**config.mk**
```make
export PLATFORM = sky130hd
export DESIGN_NAME = fcs_status
export DESIGN_NICKNAME = d
export VERILOG_FILES = /design/src/hw/fcs_pkg.sv /design/src/hw/fcs_status.sv
export VERILOG_INCLUDE_DIRS = /design/src /design/src/hw
export SDC_FILE = /design/constraint.sdc
export NUM_CORES = 1
export LEC_CHECK = 0
export ABC_CLOCK_PERIOD_IN_PS = 2150
export BUFFER_PORTS_ARGS = -buffer_cell sky130_fd_sc_hd__buf_2
export CAP_MARGIN = 20
export CORE_UTILIZATION = 41
export CTS_BUF_LIST = sky130_fd_sc_hd__clkbuf_16
export CTS_CLUSTER_DIAMETER = 60
export DETAILED_ROUTE_END_ITERATION = 10
export GPL_TIMING_DRIVEN = 0
export MAX_ROUTING_LAYER = met4
export PLACE_DENSITY_LB_ADDON = 0.3
export SETUP_SLACK_MARGIN = 0.2
export SLEW_MARGIN = 30
export SYNTH_ARGS = -nofsm -noshare
export SYNTH_HDL_FRONTEND = slang
export SYNTH_SLANG_ARGS = --single-unit
```
**constraint.sdc**
```tcl
create_clock -name CLK -period 2.15 [get_ports CLK]
set_clock_uncertainty 0.15 [all_clocks]
set_input_delay 0 -clock CLK [delete_from_list [all_inputs] [get_ports CLK]]
set_output_delay 0 -clock CLK [all_outputs]
set_load 0.01 [all_outputs]
```
**src/hw/fcs_defs.svh**
```systemverilog
// Register map, field positions and reset values of the flash status block
`ifndef FCS_DEFS_SVH
`define FCS_DEFS_SVH
// Register indices; the byte address is four times the index
`define FCS_IDX_CONFIG   6'h04
`define FCS_IDX_STATUS   6'h06
`define FCS_IDX_EVSTAT   6'h08
`define FCS_IDX_EVENA    6'h09
`define FCS_IDX_EVCLR    6'h0A
// Flash status fields
`define FCS_B_DONE       3'h7
`define FCS_B_ACC_ERR    3'h5
`define FCS_B_PVIOL      3'h4
`define FCS_B_BUSY       3'h3
`define FCS_B_RSVD       3'h2
`define FCS_B_MGST_HI    3'h1
`define FCS_B_MGST_LO    3'h0
// Config field: command-complete interrupt enable
`define FCS_B_DONE_IE    3'h7
// Event register bits
`define FCS_EV_DONE      2'h0
`define FCS_EV_ACC_ERR   2'h1
`define FCS_EV_PVIOL     2'h2
`define FCS_EV_W         3
// Reset values
`define FCS_RST_BYTE     8'h00
`define FCS_RST_EV       3'h0
`define FCS_RST_MGST     2'h0
`endif

```
**src/hw/fcs_pkg.sv**
```systemverilog
// Types shared by the flash status block
package fcs_pkg;
    typedef enum logic [1:0] {
        FCS_INIT = 2'b00,
        FCS_IDLE = 2'b01,
        FCS_EXEC = 2'b10
    } fcs_state_e;

    // Completion result handed in by the memory controller
    typedef struct packed {
        logic       valid;
        logic [1:0] err;
    } fcs_result_s;
endpackage : fcs_pkg

```
**src/hw/fcs_status.sv**
```systemverilog
// Flash command status register with launch control, APB slave and interrupt
// Behaviour
// - Bit 7 command_done_flag, 0 while command runs
// - Writing one to bit 7 launches command
// - Done flag stays low until finish or violation
// - Access error bit 5 on sequence violation
// - Access error set blocks command launch
// - Access error cleared only by writing one
// - Protection violation bit 4 on protected access
// - Protection violation cleared only by writing one
// - Protection violation blocks launch and new sequence
// - Busy bit 3 high while command executes
// - Bit 2 always reads zero
// - Two-bit error status set on detected errors
// - Busy and error bits ignore writes
// - Reset sequence result captured into status
// - Done interrupt when enabled and flag set
`timescale 1ns/1ps
`include "fcs_defs.svh"

module fcs_status
    import fcs_pkg::*;
(
    input  wire logic        CLK,
    input  wire logic        RST,
    input  wire logic        CE,
    input  wire logic        PSEL,
    input  wire logic        PENABLE,
    input  wire logic        PWRITE,
    input  wire logic [7:0]  PADDR,
    input  wire logic [31:0] PWDATA,
    output logic      [31:0] PRDATA,
    output logic             PREADY,
    output logic             PSLVERR,
    input  wire fcs_result_s CMD_RESULT,
    input  wire fcs_result_s RSEQ_RESULT,
    input  wire logic        SEQ_VIOL,
    input  wire logic        PROT_VIOL,
    output logic             CMD_LAUNCH,
    output logic             SEQ_ALLOW,
    output logic             IRQ
);

    fcs_state_e              state_q;
    fcs_state_e              state_d;
    logic                    acc_err_q;
    logic                    pviol_q;
    logic [1:0]              mgst_q;
    logic                    done_ie_q;
    logic [`FCS_EV_W-1:0]    ev_stat_q;
    logic [`FCS_EV_W-1:0]    ev_ena_q;
    logic [`FCS_EV_W-1:0]    ev_set;
    logic [`FCS_EV_W-1:0]    ev_clr;
    logic [31:0]             prdata_q;
    logic [31:0]             rdata;
    logic [7:0]              status_img;
    logic                    done_flag;
    logic                    busy_flag;
    logic                    wr_en;
    logic                    hit_cfg;
    logic                    hit_stat;
    logic                    hit_evs;
    logic                    hit_evn;
    logic                    hit_evc;
    logic                    launch;
    logic                    finish;
    logic                    abort;

    // Register decode on word addresses
    assign hit_cfg  = PADDR == {`FCS_IDX_CONFIG, 2'b00};
    assign hit_stat = PADDR == {`FCS_IDX_STATUS, 2'b00};
    assign hit_evs  = PADDR == {`FCS_IDX_EVSTAT, 2'b00};
    assign hit_evn  = PADDR == {`FCS_IDX_EVENA, 2'b00};
    assign hit_evc  = PADDR == {`FCS_IDX_EVCLR, 2'b00};

    // Ready follows the clock enable so no write is lost while frozen
    assign PREADY  = CE;
    assign PSLVERR = PSEL && PENABLE && !(hit_cfg || hit_stat || hit_evs
                                          || hit_evn || hit_evc);
    assign wr_en   = CE && PSEL && PENABLE && PWRITE;

    // Flag views of the command state
    assign done_flag = state_q == FCS_IDLE;
    assign busy_flag = state_q == FCS_EXEC;

    // Launch only from idle with both error flags clear
    assign launch = wr_en && hit_stat && PWDATA[`FCS_B_DONE] && done_flag
                    && !acc_err_q && !pviol_q;
    assign finish = CE && busy_flag && CMD_RESULT.valid;
    assign abort  = CE && busy_flag && SEQ_VIOL;

    assign CMD_LAUNCH = launch;
    // A new write sequence may not start while a protection fault stands
    assign SEQ_ALLOW  = !pviol_q;

    // Command state machine
    always_comb
    begin
        state_d = state_q;
        unique case (state_q)
            FCS_INIT:
            begin
                if (RSEQ_RESULT.valid)
                    state_d = FCS_IDLE;
            end
            FCS_IDLE:
            begin
                if (launch)
                    state_d = FCS_EXEC;
            end
            FCS_EXEC:
            begin
                if (finish || abort)
                    state_d = FCS_IDLE;
            end
            default: state_d = FCS_INIT;
        endcase
    end

    always_ff @(posedge CLK or posedge RST)
    begin
        if (RST)
            state_q <= FCS_INIT;
        else if (CE)
            state_q <= state_d;
    end

    // Access error: set wins over the clear in the same cycle
    always_ff @(posedge CLK or posedge RST)
    begin
        if (RST)
            acc_err_q <= 1'b0;
        else if (CE)
        begin
            if (SEQ_VIOL)
                acc_err_q <= 1'b1;
            else if (wr_en && hit_stat && PWDATA[`FCS_B_ACC_ERR])
                acc_err_q <= 1'b0;
        end
    end

    // Protection violation, same write-one-to-clear form
    always_ff @(posedge CLK or posedge RST)
    begin
        if (RST)
            pviol_q <= 1'b0;
        else if (CE)
        begin
            if (PROT_VIOL)
                pviol_q <= 1'b1;
            else if (wr_en && hit_stat && PWDATA[`FCS_B_PVIOL])
                pviol_q <= 1'b0;
        end
    end

    // Completion status; software writes reach it only by a launch, which clears it
    always_ff @(posedge CLK or posedge RST)
    begin
        if (RST)
            mgst_q <= `FCS_RST_MGST;
        else if (CE)
        begin
            if (state_q == FCS_INIT && RSEQ_RESULT.valid)
                mgst_q <= RSEQ_RESULT.err;
            else if (launch)
                mgst_q <= `FCS_RST_MGST;
            else if (finish)
                mgst_q <= CMD_RESULT.err;
        end
    end

    // Config register: only the done interrupt enable is kept
    always_ff @(posedge CLK or posedge RST)
    begin
        if (RST)
            done_ie_q <= 1'b0;
        else if (wr_en && hit_cfg)
            done_ie_q <= PWDATA[`FCS_B_DONE_IE];
    end

    // Sticky events; a set in the clearing cycle survives
    assign ev_set[`FCS_EV_DONE]    = finish || abort;
    assign ev_set[`FCS_EV_ACC_ERR] = CE && SEQ_VIOL;
    assign ev_set[`FCS_EV_PVIOL]   = CE && PROT_VIOL;
    assign ev_clr = (wr_en && hit_evc) ? PWDATA[`FCS_EV_W-1:0] : `FCS_RST_EV;

    generate
        for (genvar i = 0; i < `FCS_EV_W; i++)
        begin : g_ev
            always_ff @(posedge CLK or posedge RST)
            begin
                if (RST)
                    ev_stat_q[i] <= 1'b0;
                else if (ev_set[i])
                    ev_stat_q[i] <= 1'b1;
                else if (ev_clr[i])
                    ev_stat_q[i] <= 1'b0;
            end
        end
    endgenerate

    // Event enable register
    always_ff @(posedge CLK or posedge RST)
    begin
        if (RST)
            ev_ena_q <= `FCS_RST_EV;
        else if (wr_en && hit_evn)
            ev_ena_q <= PWDATA[`FCS_EV_W-1:0];
    end

    // Level interrupt from the done flag and enabled events
    assign IRQ = (done_ie_q && done_flag)
                 || |(ev_stat_q & ev_ena_q);

    // Status image; busy and error bits are read-only
    always_comb
    begin
        status_img                 = `FCS_RST_BYTE;
        status_img[`FCS_B_DONE]    = done_flag;
        status_img[`FCS_B_ACC_ERR] = acc_err_q;
        status_img[`FCS_B_PVIOL]   = pviol_q;
        status_img[`FCS_B_BUSY]    = busy_flag;
        status_img[`FCS_B_RSVD]    = 1'b0;
        status_img[`FCS_B_MGST_HI] = mgst_q[1];
        status_img[`FCS_B_MGST_LO] = mgst_q[0];
    end

    // Read mux; the clear register reads as zero
    always_comb
    begin
        rdata = 32'h0000_0000;
        if (hit_stat)
            rdata[7:0] = status_img;
        else if (hit_cfg)
            rdata[`FCS_B_DONE_IE] = done_ie_q;
        else if (hit_evs)
            rdata[`FCS_EV_W-1:0] = ev_stat_q;
        else if (hit_evn)
            rdata[`FCS_EV_W-1:0] = ev_ena_q;
    end

    // Read data captured each selected cycle with the clock enable high; valid by the access edge
    always_ff @(posedge CLK or posedge RST)
    begin
        if (RST)
            prdata_q <= 32'h0000_0000;
        else if (CE && PSEL)
            prdata_q <= rdata;
    end

    assign PRDATA = prdata_q;

    AST_DONE_BUSY_EXCL: assert property (@(posedge CLK) disable iff (RST)
        !(done_flag && busy_flag))
        else $error("done and busy both set");

    AST_LAUNCH_CLEARS: assert property (@(posedge CLK) disable iff (RST)
        launch |=> (!status_img[`FCS_B_DONE] && status_img[`FCS_B_BUSY]))
        else $error("launch did not clear done");

    AST_DONE_LOW_UNTIL: assert property (@(posedge CLK) disable iff (RST)
        (busy_flag && !(CE && (CMD_RESULT.valid || SEQ_VIOL))) |=> !done_flag)
        else $error("done rose without finish");

    AST_ACC_ERR_SET: assert property (@(posedge CLK) disable iff (RST)
        (CE && SEQ_VIOL) |=> status_img[`FCS_B_ACC_ERR])
        else $error("access error not set");

    AST_ACC_ERR_BLOCKS: assert property (@(posedge CLK) disable iff (RST)
        acc_err_q |-> !CMD_LAUNCH)
        else $error("launch with access error");

    AST_ACC_ERR_W0: assert property (@(posedge CLK) disable iff (RST)
        (acc_err_q && !(wr_en && hit_stat && PWDATA[`FCS_B_ACC_ERR])) |=> acc_err_q)
        else $error("access error lost");

    AST_PVIOL_SET: assert property (@(posedge CLK) disable iff (RST)
        (CE && PROT_VIOL) |=> status_img[`FCS_B_PVIOL])
        else $error("protection flag not set");

    AST_PVIOL_W1C: assert property (@(posedge CLK) disable iff (RST)
        (CE && pviol_q && !PROT_VIOL && wr_en && hit_stat && PWDATA[`FCS_B_PVIOL])
        |=> !pviol_q)
        else $error("protection flag not cleared");

    AST_PVIOL_BLOCKS: assert property (@(posedge CLK) disable iff (RST)
        pviol_q |-> (!CMD_LAUNCH && !SEQ_ALLOW))
        else $error("launch or sequence with violation");

    AST_RSVD_ZERO: assert property (@(posedge CLK) disable iff (RST)
        (PSEL && PENABLE && hit_stat) |-> (PRDATA[`FCS_B_RSVD] == 1'b0))
        else $error("reserved bit read one");

    AST_MGST_RESULT: assert property (@(posedge CLK) disable iff (RST)
        finish |=> (mgst_q == $past(CMD_RESULT.err)))
        else $error("error status not captured");

    AST_MGST_RO: assert property (@(posedge CLK) disable iff (RST)
        (wr_en && hit_stat && !launch && !finish && state_q != FCS_INIT)
        |=> $stable(mgst_q))
        else $error("error status written");

    AST_RSEQ_CAPTURE: assert property (@(posedge CLK) disable iff (RST)
        (CE && state_q == FCS_INIT && RSEQ_RESULT.valid)
        |=> (mgst_q == $past(RSEQ_RESULT.err) && done_flag))
        else $error("reset result not captured");

    AST_IRQ_DONE: assert property (@(posedge CLK) disable iff (RST)
        (done_ie_q && done_flag) |-> IRQ)
        else $error("done interrupt missing");

    AST_MGST_CLEAR: assert property (@(posedge CLK) disable iff (RST)
        launch |=> (mgst_q == `FCS_RST_MGST) [*1] ##1 1'b1)
        else $error("error status not cleared on launch");

    // Ends of a command, flag holding and the clock enable freeze
    AST_ABORT_ENDS: assert property (@(posedge CLK) disable iff (RST)
        (CE && busy_flag && SEQ_VIOL) |=> (done_flag && !busy_flag))
        else $error("violation did not end command");

    AST_FINISH_ENDS: assert property (@(posedge CLK) disable iff (RST)
        (CE && busy_flag && CMD_RESULT.valid) |=> (status_img[`FCS_B_DONE] && !busy_flag))
        else $error("done not set at completion");

    AST_ACC_ERR_W1C: assert property (@(posedge CLK) disable iff (RST)
        (CE && acc_err_q && !SEQ_VIOL && wr_en && hit_stat && PWDATA[`FCS_B_ACC_ERR])
        |=> !acc_err_q)
        else $error("access error not cleared");

    AST_PVIOL_W0: assert property (@(posedge CLK) disable iff (RST)
        (pviol_q && !(wr_en && hit_stat && PWDATA[`FCS_B_PVIOL])) |=> pviol_q)
        else $error("protection flag lost");

    // Frozen state keeps a stalled bus from seeing half an update
    AST_CE_FREEZE: assert property (@(posedge CLK) disable iff (RST)
        !CE |=> ($stable(state_q) && $stable(acc_err_q) && $stable(pviol_q)
                 && $stable(mgst_q) && $stable(ev_stat_q)))
        else $error("state moved while clock enable low");

    AST_SEQ_ALLOW_FREE: assert property (@(posedge CLK) disable iff (RST)
        !pviol_q |-> SEQ_ALLOW)
        else $error("write sequence refused without violation");

    AST_LAUNCH_IDLE_ONLY: assert property (@(posedge CLK) disable iff (RST)
        CMD_LAUNCH |-> (done_flag && !busy_flag))
        else $error("launch while command running");

endmodule : fcs_status

```
# --- Yosys cells after proc, flatten, opt, wreduce, memory -nomap -nowiden ---
# Cells that the tools add are included.
# Widths: inputs -> output; s select.
classes:
  bitwise: 1
  reduce_logical: 43
  n_mux: 25
  n_eq_ne: 10
ops:
  columns: ["cell", "n"]
  rows:
  - ["$eq 8x6->1 const B", 3]
  - ["$logic_and 1x1->1", 22]
  - ["$mux 3", 6]
  - ["$eq 8x5->1 const B", 2]
  - ["$mux 1", 12]
  - ["$mux 2", 6]
  - ["$reduce_bool 2->1", 5]
  - ["$logic_or 1x1->1", 6]
  - ["$ne 2x2->1 const B", 3]
  - ["$pmux 2 s3", 1]
  - ["$reduce_and 2->1", 3]
  - ["$reduce_and 4->1", 1]
  - ["$and 3x3->3", 1]
  - ["$logic_not 1->1", 3]
  - ["$reduce_bool 3->1", 1]
  - ["$reduce_or 3->1", 1]
  - ["$eq 2x1->1 const B", 1]
  - ["$eq 2x2->1 const B", 1]
  - ["$logic_not 2->1", 1]
totals:
  elab_cells: 89
  ff_bits: 21
  inputBits: 54
  output_inout_bits: 37

# --- Logic depth before layout (Yosys ltp) ---
depth:
  depth_word: 10
  ltp_mapped: 6
  ltp_nobuf: 4

# --- Worst setup path before layout ---
# OpenSTA, ideal clock, no wires.
synth_path:
  path_type: "flip-flop to flip-flop"
  start: "register state_q[1]"
  end: "register mgst_q[0]"
  stages_incl_launch_ff: 6
  setup_slack_ps: 580
  period_less_slack_ps: 1570
  required_time_ps: 1866
  arrival_ps: 1286
  cell_sequence: "dfrtp_1 -> clkbuf_1 -> nor3b_1 -> mux2_2 -> nand3_1 -> o311ai_1"
synth_between:
  elab_chain_len: 6
  elab_cells_between_ends: 13
synth_lines:
  columns: ["element", "line_no", "source"]
  rows:
  - ["start: declaration", "fcs_status.sv:44", "fcs_state_e state_q;"]
  - ["start signal: assignment", "fcs_status.sv:125", "state_q <= state_d;"]
  - ["$eq 2x1->1", "fcs_status.sv:83", "assign done_flag = state_q == FCS_IDLE;"]
  - ["$logic_and 1x1->1 (3 in series)", "fcs_status.sv:87", "assign launch = wr_en && hit_stat && PWDATA[`FCS_B_DONE] && done_flag"]
  - ["$reduce_bool 3->1 (no line) / $mux 2 (equally long branches)", null, null]
  - ["$reduce_and 2->1 (no line) / $mux 2 (equally long branches)", null, null]
  - ["end signal: assignment", "fcs_status.sv:160", "mgst_q <= `FCS_RST_MGST;"]
  - ["end signal: assignment", "fcs_status.sv:164", "mgst_q <= RSEQ_RESULT.err;"]
  - ["end signal: assignment", "fcs_status.sv:166", "mgst_q <= `FCS_RST_MGST;"]
  - ["end: declaration", "fcs_status.sv:48", "logic [1:0] mgst_q;"]
# Several ways; a longest one is shown, not always the timed one.
# A chain may end at the register's enable or synchronous reset.

# --- Worst setup path after layout ---
layout_path:
  start: "input port PENABLE"
  end: "register pviol_q"
layout_between:
  elab_chain_len: 6
layout_lines:
  columns: ["element", "line_no", "source"]
  rows:
  - ["start: declaration", "fcs_status.sv:28", "input wire logic PENABLE,"]
  - ["$logic_and 1x1->1 (2 in series)", "fcs_status.sv:80", "assign wr_en = CE && PSEL && PENABLE && PWRITE;"]
  - ["$logic_and 1x1->1 (2 in series)", "fcs_status.sv:151", "else if (wr_en && hit_stat && PWDATA[`FCS_B_PVIOL])"]
  - ["$reduce_bool 2->1 (no line)", null, null]
  - ["$reduce_and 2->1 (no line)", null, null]
  - ["end signal: assignment", "fcs_status.sv:146", "pviol_q <= 1'b0;"]
  - ["end signal: assignment", "fcs_status.sv:150", "pviol_q <= 1'b1;"]
  - ["end signal: assignment", "fcs_status.sv:152", "pviol_q <= 1'b0;"]
  - ["end: declaration", "fcs_status.sv:47", "logic pviol_q;"]
# No other way between the ends.

==> impl_metrics.toml <==
[status]
status = "finished with violations"
violations = "DRC"

[cells_and_area]
fillers = 257
n_antenna_cell = 0
final_net_count = 265
final_cell_mix = "38 x buf_2, 27 x buf_4, 25 x conb_1"
seqCellArea_um2 = 500
final_common_cell = "buf_2"
layout-drive-gt1-share = 0.383
multiInputGateArea_um2 = 627
area_growth_pct = 42.1
fin_cells = 240

[synthesis]
ys_types = 33
synthCells = 130
synth_top_area_frac = 0.391
synth_area_per_cell_um2 = 9.85
yosysTopAreaCell = "dfrtp_1"
ys_ff_latch = 20
synth_warnings = 0
yosysSeqAreaShare = 0.391
syn_area_um2 = 1280
synth_area_leaders = "dfrtp_1 39%, buf_4 16%, mux2_2 5.3%"

[place]
place_congestion = 0.868
dp.cells = 223
dp_hpwl_mm = 2.33
portBuffers = 38

[cts]
htreeDepth = 1
clk_latency_ps = 250
cts_sinks = 20
clock-root-buffer = "clkbuf_16"
post_cts_buffers = 0
cts.clk_slew.worst_paths_ps = 50
cts_tree = "done"
cts_buffers = 3
cts.path.max_buffers = 2

[global_routing]
antenna_found_initial = 0
grt_remaining_overflow = 0
grt_pass1_vias = 1095
grt_start_max_net_pins = 21
grt_pass1_wl_mm = 5.04
grt_use_total = 0.201

[power_and_ir_drop]
power_leakage_nw = 0.979
total_power_uw = 906
power_density_nw_per_um2 = 498
ir_worst_vdd_mv = 0.410

[critical_path]
critPathKind = "primary input to flop"
crit_end = "pviol_q"
r2r_cells = 5
critPathLaunchType = "primary input"
reg2reg_to = "mgst_q[1]"
worstPathMaxFanout = 4
worstPathRequired_ps = 2130
cp-startpoint = "PENABLE"
crit_path_end_kind = "flop"
r2r_start = "state_q[1]"
r2r_setup_slack_ps = 510
cp_data_arrival_time_ps = 1840

[routing]
initialDrtViolationCount = 55
drc_errors = 8
vias = 1189
first_pass_iters = 8
final_antenna_net_count = 0
wl_mm = 3.11
viasPerCell = 4.95
wl_per_cell_um = 13.0

[job]
maxCapViolCount = 0

[min_path]
hp-class = "primary input to flop"
hold_depth = 3
min_from = "PWRITE"

[die]
start_util = 0.449
dieArea_um2 = 3350
die_w_um = 57.9
io_pins = 91
die_y_um = 57.9
core_area_um2 = 2850
fp-row-count = 19

[sta]
fmax_mhz = 538
tightest_slew_ps = 748
setup_violations = 0
post-route-min-period_ps = 1860
drv_slew = 0
fin_crit_sh = 0.865
fin_setup_tns_ps = 0
slew_headroom = 0.501
hold_viol = 0
grt_setup_unrepaired = "false"
[flip-flops by register name, summed over array words and instances, names as in the netlist]
register   count
done_ie_q      1
PRDATA         7
ev_ena_q       3
pviol_q        1
mgst_q         2
state_q        2
ev_stat_q      3
acc_err_q      1
[how the worst min path moves through the flow]
stage | endpoint | slack (ps)
6_report | done_ie_q | 2
5_1_grt | done_ie_q | 0.4
4_1_cts | done_ie_q | 0.3
3_5_place_dp | PRDATA[1] | 20
3_3_place_gp | mgst_q[1] | 20
2_1_floorplan | PRDATA[0] | -190
[area by class of cell]
| class | count | share of cell area |
|---|---|---|
| buffer | 30 | 0.122 |
| clock buffer | 3 | 0.0413 |
| inverter | 7 | 0.0144 |
| multi-input combinational | 97 | 0.345 |
| sequential | 20 | 0.275 |
| tap | 31 | 0.0213 |
| timing repair buffer | 52 | 0.182 |
[cells by family (layout without fill, tap and decap cells)]
| group | count (synthesis) | after routing | share of synthesized area |
|---|---|---|---|
| buffers and inverters | 37 | 92 | 0.194 |
| muxes | 10 | 10 | 0.0841 |
| other | 1 | 25 | 0.00293 |
| DFF | 20 | 20 | 0.391 |
| AOI/OAI and AO/OA | 27 | 27 | 0.154 |
| and+or+nand+nor | 35 | 35 | 0.174 |
[worst max-delay path: stages]
cell and delay (ps):
dlygate4sd3_1 530, buf_2 140, nand2_1 110, nor4_4 220
a21oi_1 130, a21o_1 170, dlygate4sd3_1 550
[per-stage QoR]
stage / hold WS (ps) / setup slack, ps / cell area (um2) / util
global route: 0.352 / 251 / 1820 / 0.638
global placement: 20.1 / 375 / 1600 / 0.561
CTS: 0.320 / 328 / 1810 / 0.636
finish: 1.63 / 290 / 1820 / 0.638
floorplan: -186 / 580 / 1370 / -
detailed placement: 20.7 / 335 / 1600 / 0.561
[where the power goes]
| part | internal (mW) | switching [mW] | leakage [nW] |
|---|---|---|---|
| registers | 0.378 | 0.000871 | 0.243 |
| logic | 0.0784 | 0.0737 | 0.699 |
| clock network | 0.245 | 0.130 | 0.0370 |
| total | 0.701 | 0.204 | 0.979 |
[Yosys cell counts, drive strengths merged]
cell type and instances:
nor3b 2, o2bb2ai 1, mux2 6, clkbuf 2, mux2i 4, and3 2, nand4bb 2, o31ai 2
o211ai 1, a32o 1, nor4b 1, conb 1, inv 7, nand2b 3, a21o 2, o311ai 2
nand3 4, a21oi 4, nand2 12, o21ai 5, a22o 5, a22oi 2, or4b 1, buf 28
nor3 2, nor2 3, dfrtp 20, a222oi 2, nor4 3
[what timing repair did]
item                                    4_1_cts  5_1_grt
hold buffers                                 14        0
endpoints found under the hold margin        32        0
gates resized for setup                       0        1
endpoints found under the setup margin        0        1
[routing by layer]
metal	track usage	wire, um	up-vias
met2	0.345	1590	46
met1	0.241	1280	563
met5	-	0	-
met4	0.0646	18	0
met3	0.0335	228	4
li1	-	-	576
(Power assumes the default switching activity.)
